## config.mk

```make
export PLATFORM = sky130hd
export DESIGN_NAME = bsr_status_bank
export DESIGN_NICKNAME = d
export VERILOG_FILES = /design/src/bsr_pkg.sv /design/src/bsr_status_bank.sv
export SDC_FILE = /design/constraint.sdc
export NUM_CORES = 1
export LEC_CHECK = 0
export BUFFER_PORTS_ARGS = -buffer_cell sky130_fd_sc_hd__buf_2
export CORE_MARGIN = 1.5
export CORE_UTILIZATION = 25
export CTS_BUF_LIST = sky130_fd_sc_hd__clkbuf_8
export DETAILED_ROUTE_END_ITERATION = 16
export PLACE_DENSITY_LB_ADDON = 0.15
export SYNTH_ARGS = -nofsm -noshare
export SYNTH_HDL_FRONTEND = slang
export SYNTH_SLANG_ARGS = --single-unit
```

## constraint.sdc

```tcl
create_clock -name clk_sys -period 2.38 [get_ports clk_sys]
set_clock_uncertainty 0.1 [all_clocks]
set_input_delay 0.119 -clock clk_sys [delete_from_list [all_inputs] [get_ports clk_sys]]
set_output_delay 0.119 -clock clk_sys [all_outputs]
set_load 0.005 [all_outputs]
```

## src/bsr_pkg.sv

```systemverilog
// bsr_pkg: offsets, lane positions and answer values of the
// board status register bank.
// assumes byte offsets within the external register window.
package bsr_pkg;

    // register offsets within the window
    localparam logic [15:0] OFS_SWITCH = 16'h80e0;
    localparam logic [15:0] OFS_SLOT = 16'h80e8;
    localparam logic [15:0] OFS_FEATURE = 16'h80f0;
    localparam logic [15:0] OFS_CAUSE = 16'h80f8;

    // the 8-bit register sits in the top byte of the 64-bit path
    localparam int DATA_W = 64;
    localparam int LANE_MSB = 63;
    localparam int LANE_LSB = 56;

    // byte bit index of each field; lane n is byte bit 7-n
    localparam int SLOT_PAR_BIT = 5;
    localparam int EXP_SLOT_BIT = 7;
    localparam int MOD1_BIT = 4;
    localparam int MOD2_BIT = 3;
    localparam int MEZZ1_BIT = 1;
    localparam int MEZZ2_BIT = 0;
    localparam int CAUSE_PWR_BIT = 0;
    localparam int CAUSE_BTN_BIT = 1;
    localparam int CAUSE_WDT_BIT = 2;
    localparam int CAUSE_BPL_BIT = 3;
    localparam int CAUSE_CMD_BIT = 4;
    localparam int CAUSE_SOFT_BIT = 5;

    // value of the reset cause record after arst_n
    localparam logic [7:0] CAUSE_RST = 8'h00;
    // answer for an unmapped offset and for unused lanes
    localparam logic [63:0] RDATA_IDLE = 64'h0;

    typedef enum logic [2:0] {
        BSR_SEL_NONE,
        BSR_SEL_SWITCH,
        BSR_SEL_SLOT,
        BSR_SEL_FEATURE,
        BSR_SEL_CAUSE
    } bsr_sel_t;

endpackage

```

## src/bsr_status_bank.sv

```systemverilog
// bsr_status_bank: read-only board status registers on the
// 8-bit external register bus, carried on the top data byte.
// assumes strobes and pins synchronous to clk_sys; the board reset
// logic pulses one cause input once per board reset.
`timescale 1ns/100ps

module bsr_status_bank
    import bsr_pkg::*;
#(
    parameter int ADDR_W = 16
)(
    input wire logic clk_sys, // 20 MHz bus clock
    input wire logic arst_n, // async reset, low active
    input wire logic reg_rd, // read strobe, one cycle
    input wire logic reg_wr, // write strobe, one cycle
    input wire logic [ADDR_W-1:0] reg_addr, // byte offset
    input wire logic [DATA_W-1:0] reg_wdata, // write data, ignored
    output logic [DATA_W-1:0] reg_rdata, // read answer
    output logic reg_ack, // answer strobe
    input wire logic [7:0] cfg_switch_closed, // 1 = position on
    input wire logic slot_parity_n, // backplane parity pin
    input wire logic [4:0] slot_addr_n, // backplane address pins
    input wire logic module1_absent, // no module in position 1
    input wire logic module2_absent, // no module in position 2
    input wire logic mezz1_absent, // no mezzanine 1
    input wire logic mezz2_absent, // no mezzanine 2
    input wire logic exp_slot_absent, // expansion slot empty
    input wire logic cause_power_up, // power-on or undervoltage
    input wire logic cause_button, // front panel button
    input wire logic cause_watchdog, // watchdog level 2 expiry
    input wire logic cause_soft_hard // fast reset bit
);

    generate
        if (ADDR_W < 16)
        begin : g_chk
            $error("bsr_status_bank: ADDR_W must be at least 16");
        end
    endgenerate

    // address decode

    bsr_sel_t sel;
    logic [15:0] ofs;

    assign ofs = reg_addr[15:0];

    always_comb
    begin
        if (ofs == OFS_SWITCH)
            sel = BSR_SEL_SWITCH;
        else if (ofs == OFS_SLOT)
            sel = BSR_SEL_SLOT;
        else if (ofs == OFS_FEATURE)
            sel = BSR_SEL_FEATURE;
        else if (ofs == OFS_CAUSE)
            sel = BSR_SEL_CAUSE;
        else
            sel = BSR_SEL_NONE;
    end

    // live status bytes, lane 0 in byte bit 7

    logic [7:0] switch_byte;
    logic [7:0] slot_byte;
    logic [7:0] feature_byte;

    always_comb
    begin
        // lane k carries switch bit 7-k inverted, so the byte is in order
        switch_byte = ~cfg_switch_closed;
        slot_byte = 8'h00;
        slot_byte[SLOT_PAR_BIT] = slot_parity_n;
        slot_byte[4:0] = slot_addr_n;
        // both feature registers share one offset; lane 0 is free
        // in the first, so the slot bit fills it
        feature_byte = 8'h00;
        feature_byte[EXP_SLOT_BIT] = exp_slot_absent;
        feature_byte[MOD1_BIT] = module1_absent;
        feature_byte[MOD2_BIT] = module2_absent;
        feature_byte[MEZZ1_BIT] = mezz1_absent;
        feature_byte[MEZZ2_BIT] = mezz2_absent;
    end

    // reset cause record

    logic [7:0] cause_rec;
    logic [7:0] next_cause_rec;
    logic [7:0] cause_evt;

    always_comb
    begin
        cause_evt = 8'h00;
        cause_evt[CAUSE_PWR_BIT] = cause_power_up;
        cause_evt[CAUSE_BTN_BIT] = cause_button;
        cause_evt[CAUSE_WDT_BIT] = cause_watchdog;
        cause_evt[CAUSE_SOFT_BIT] = cause_soft_hard;
        // backplane and remote command causes do not exist here
        cause_evt[CAUSE_BPL_BIT] = 1'b0;
        cause_evt[CAUSE_CMD_BIT] = 1'b0;
        // a new reset replaces the old record rather than adding
        // to it, so only the most recent cause stays visible
        if (|cause_evt)
            next_cause_rec = cause_evt;
        else
            next_cause_rec = cause_rec;
    end

    always_ff @(posedge clk_sys or negedge arst_n)
    begin
        if (!arst_n)
            cause_rec <= CAUSE_RST;
        else
            cause_rec <= next_cause_rec;
    end

    // bus answer

    logic [DATA_W-1:0] next_reg_rdata;
    logic next_reg_ack;
    logic [7:0] rd_byte;

    always_comb
    begin
        case (sel)
            BSR_SEL_SWITCH: rd_byte = switch_byte;
            BSR_SEL_SLOT: rd_byte = slot_byte;
            BSR_SEL_FEATURE: rd_byte = feature_byte;
            BSR_SEL_CAUSE: rd_byte = cause_rec;
            default: rd_byte = 8'h00;
        endcase
    end

    always_comb
    begin
        next_reg_ack = reg_rd | reg_wr;
        next_reg_rdata = reg_rdata;
        // reads load the top byte; writes leave the answer alone
        if (reg_rd)
        begin
            next_reg_rdata = RDATA_IDLE;
            next_reg_rdata[LANE_MSB:LANE_LSB] = rd_byte;
        end
    end

    always_ff @(posedge clk_sys or negedge arst_n)
    begin
        if (!arst_n)
        begin
            reg_rdata <= RDATA_IDLE;
            reg_ack <= 1'b0;
        end
        else
        begin
            reg_rdata <= next_reg_rdata;
            reg_ack <= next_reg_ack;
        end
    end
endmodule // bsr_status_bank

```

==> summary.md <==
## Synth
- Post-Syn Instances: 142
- post-synth top area cell: sky130_fd_sc_hd__buf_4
- count of warnings emitted by yosys: 0
- Main synth FF type: sky130_fd_sc_hd__dfrtp_1
- number of enable flip-flop cells after synthesis: 0
- syn avg cell area: 8.58 um2
- number of flip-flops and latches in the synthesized netlist: 13
- sequential fraction of the synthesis area: 26.7%
- post-synth cell types: 33
- fraction of registers with async set or reset after synthesis: 100%
- top cell type's share of synthesized area: 34.5%
- post-synth design cell area: 1220 um2
- cell types with the largest area share after synthesis: sky130_fd_sc_hd__buf_4, sky130_fd_sc_hd__dfrtp_1, sky130_fd_sc_hd__nor2b_1, sky130_fd_sc_hd__and4_1, sky130_fd_sc_hd__inv_1

## Drt
- remaining routing DRC violations: 0
- First DRT Iteration DRCs: 32
- mean number of vias per cell: 3.69
- total vias in the final route: 989
- sum of routed wire length over all layers: 2600 um
- Pre-Repair DR Iteration Count: 4
- ANT nets after route: 0
- Routed wire per std cell: 9.69 um

## Placement
- half-perimeter wire length after placement: 2170 um
- count of buffers inserted at the top-level ports: 51
- pre-CTS WS: 0.481 ns
- total instance count after detailed placement: 257
- final estimated routing congestion in global placement: 0.669

## Power
- register share of total power: 43.5%
- clock share of power: 37.4%
- worst ir drop on vdd: 0.161 mV
- share of total power consumed by net switching: 26.7%
- net load switching power: 140 uW
- Int Pwr: 386 uW
- Static Leakage: 0.803 nW
- P per Cell Area: 362 nW/um2
- Combinational Power Share: 19.1%

## STA
- post-route clock period utilization: 69.7%
- final max-slew violation count: 0
- shortest clock period the worst path allows after layout: 1.66 ns
- setup TNS: 0 ns
- unrepaired setup endpoints after global routing: no
- post-route worst setup slack: 0.721 ns
- worst max-slew margin expressed relative to the limit: 64.8%
- Slew @ Worst Pin: 0.520 ns
- Fmax: 603 MHz
- Final Setup Violations: 0
- final hold violations: 0

## Status
- run status: completed

## Floorplan
- total core area: 4720 um2
- total number of placement rows: 25
- die area: 5300 um2
- die boundary height: 72.8 um
- io pins: 172
- die width: 72.8 um
- initial standard-cell utilization of the core: 25.8%

## Global routing
- antenna violations before repair: 0
- global router's overall resource usage: 9.77%
- maximum number of pins on one net before global-route repair: 17
- wire length of the first global-routing pass: 3850 um
- number of global-route vias before repair: 857
- total global routing overflow: 0

## Finish
- area growth from synthesis to layout: 19.2%
- fraction of final layout cells with drive strength greater than 1: 32.3%
- Total Nets Final: 309
- count of antenna diodes in the layout: 0
- non-filler cells in the finished layout: 268

## Clocking
- clock buffer count from CTS: 3
- Clock Path Buffers: 2
- TritonCTS clock tree: yes
- clk_lat worst skew: 0.24 ns
- clock-pin slew of the registers on the worst-case setup and hold paths: 0.06 ns
- root cell of the clock tree: sky130_fd_sc_hd__clkbuf_8
- post_cts resized: 0
- CTS H-tree depth: 1
- number of clock sinks: 13

## Setup path
- Max stage delay cell, worst path: sky130_fd_sc_hd__or4_4
- data required time at the worst endpoint: 2.46 ns
- critical path peak fanout: 5
- Critical Path Source Type: primary input
- start point of the critical path: reg_addr[14]
- Worst EP arrival: 1.74 ns
- Setup Crit Path Kind: in2reg
- element type at the critical path end: flop
- startpoint of the lowest-slack register-to-register path: cause_rec[0]
- Critical Path Max Stage Delay: 0.60 ns
- CP cell instances: buf_2 -> or4b_4 -> or4_4 -> o2bb2ai_1 -> o22a_1

## Hold path
- path class of the lowest-slack min-delay path: in2reg
- critical hold path startpoint: slot_addr_n[1]

## Job
- Max Cap Viol: 0

-- synth_stat cells, types with 2 or more instances --
master,count
sky130_fd_sc_hd__o32a_2,2
sky130_fd_sc_hd__inv_1,9
sky130_fd_sc_hd__dfrtp_1,13
sky130_fd_sc_hd__o22a_1,3
sky130_fd_sc_hd__nor2_1,6
sky130_fd_sc_hd__o2bb2ai_1,2
sky130_fd_sc_hd__o21ai_0,4
sky130_fd_sc_hd__o21ai_1,5
sky130_fd_sc_hd__buf_4,56
sky130_fd_sc_hd__nor2b_1,6
sky130_fd_sc_hd__or4_4,3
sky130_fd_sc_hd__a31o_2,2
sky130_fd_sc_hd__clkbuf_1,2
sky130_fd_sc_hd__nand2_1,6
sky130_fd_sc_hd__nand3b_1,2
sky130_fd_sc_hd__and4_1,4
-- per-stage QoR --
stage / cell area (um2) / hold WS (ns) / util [%] / power, mW
after global routing: 1450 / 0.116 / 30.8 / 0.562
final: 1450 / 0.101 / 30.8 / 0.526
after floorplan: 1430 / -0.277 / - / 0.340
after detailed placement: 1340 / -0.0699 / 28.3 / 0.324
after global placement: 1340 / -0.0676 / 28.3 / 0.324
after CTS: 1450 / 0.105 / 30.8 / 0.535
-- worst paths after layout --
check	depth (start not counted)	endpoint	slack, ns
min	3	reg_rdata[57]	0.10
max in group asynchronous	2	reg_rdata[58]	1.74
max reg2reg	2	reg_rdata[56]	1.38
min reg2reg	2	reg_rdata[62]	0.38
max	5	reg_rdata[58]	0.72
min in group asynchronous	2	reg_rdata[61]	0.21
-- layout make-up --
cell class | instances | area [um2]
clock buffer | 3 | 41.3
clock inverter | 1 | 5.00
fill | 526 | 3270
inverter | 9 | 33.8
multi-input combinational | 117 | 638
sequential | 13 | 325
tap | 67 | 83.8
timing repair buffer | 58 | 325
-- cells in the final DEF (no fill, tap or decap) --
| cell | n |
|---|---|
| sky130_fd_sc_hd__and3_1 | 1 |
| sky130_fd_sc_hd__o22a_1 | 3 |
| sky130_fd_sc_hd__dfrtp_1 | 13 |
| sky130_fd_sc_hd__conb_1 | 56 |
| sky130_fd_sc_hd__a22o_1 | 1 |
| sky130_fd_sc_hd__o21ai_1 | 5 |
| sky130_fd_sc_hd__nand3_1 | 1 |
| sky130_fd_sc_hd__o2bb2ai_1 | 2 |
| sky130_fd_sc_hd__nor4b_2 | 1 |
| sky130_fd_sc_hd__or4_4 | 3 |
| sky130_fd_sc_hd__nor2_1 | 6 |
| sky130_fd_sc_hd__clkinv_2 | 1 |
| sky130_fd_sc_hd__nand3b_1 | 2 |
| sky130_fd_sc_hd__or4_1 | 1 |
| sky130_fd_sc_hd__o31ai_1 | 1 |
| sky130_fd_sc_hd__o21ai_0 | 4 |
| sky130_fd_sc_hd__a2bb2oi_1 | 1 |
| sky130_fd_sc_hd__inv_1 | 9 |
| sky130_fd_sc_hd__nand2_1 | 6 |
| sky130_fd_sc_hd__nor2b_1 | 6 |
| sky130_fd_sc_hd__nor4bb_1 | 1 |
| sky130_fd_sc_hd__a31o_2 | 2 |
| sky130_fd_sc_hd__or4b_4 | 1 |
| sky130_fd_sc_hd__a22oi_1 | 1 |
| sky130_fd_sc_hd__and4_1 | 4 |
| sky130_fd_sc_hd__dlygate4sd3_1 | 7 |
| sky130_fd_sc_hd__nor3_1 | 1 |
| sky130_fd_sc_hd__buf_2 | 51 |
| sky130_fd_sc_hd__or2_2 | 1 |
| sky130_fd_sc_hd__a31oi_1 | 1 |
| sky130_fd_sc_hd__nand4b_1 | 1 |
| sky130_fd_sc_hd__clkbuf_8 | 3 |
| sky130_fd_sc_hd__o32a_2 | 2 |
| sky130_fd_sc_hd__or4b_1 | 1 |
| sky130_fd_sc_hd__nor4_1 | 1 |
-- registers in the layout (all words and copies together) (netlist names) --
register / flops
cause_rec: 4
reg_ack: 1
reg_rdata: 8
-- critical path: cells and delay by family --
kind / cells / cell delay, ns
compound gates: 2 / 0.36
buf+inv: 1 / 0.10
simple gates: 2 / 1.17
-- logic make-up (layout without fill, tap and decap cells) --
family                 after synthesis  after routing  share of synthesized area [%]
AOI/OAI and AO/OA                   23             23                           13.8
DFF                                 13             13                           26.7
buffers and inverters               67             71                           37.9
and+or+nand+nor                     38             38                           21.4
other                                1             56                          0.308
-- power by group through the flow --
stage / combinational [mW] / sequential [mW] / clock [mW]
floorplan: 0.108 / 0.232 / 0
CTS: 0.100 / 0.229 / 0.205
global placement: 0.0915 / 0.233 / 0
finish: 0.100 / 0.229 / 0.197
detailed placement: 0.0916 / 0.233 / 0
global route: 0.117 / 0.230 / 0.215
-- repair_timing --
action | in CTS | in global routing
endpoints found under the hold margin | 19 | 0
hold buffers | 7 | 0
setup buffers | 0 | 0
-- metal layers --
layer	vias to the layer above	wire length [um]	GRT usage (%)
met5	-	0	0
met4	0	9	2.31
met3	2	246	4.56
met2	53	1220	15.9
met1	435	1120	11.7
li1	499	-	-
No activity file was read; power rests on OpenSTA's default activity.
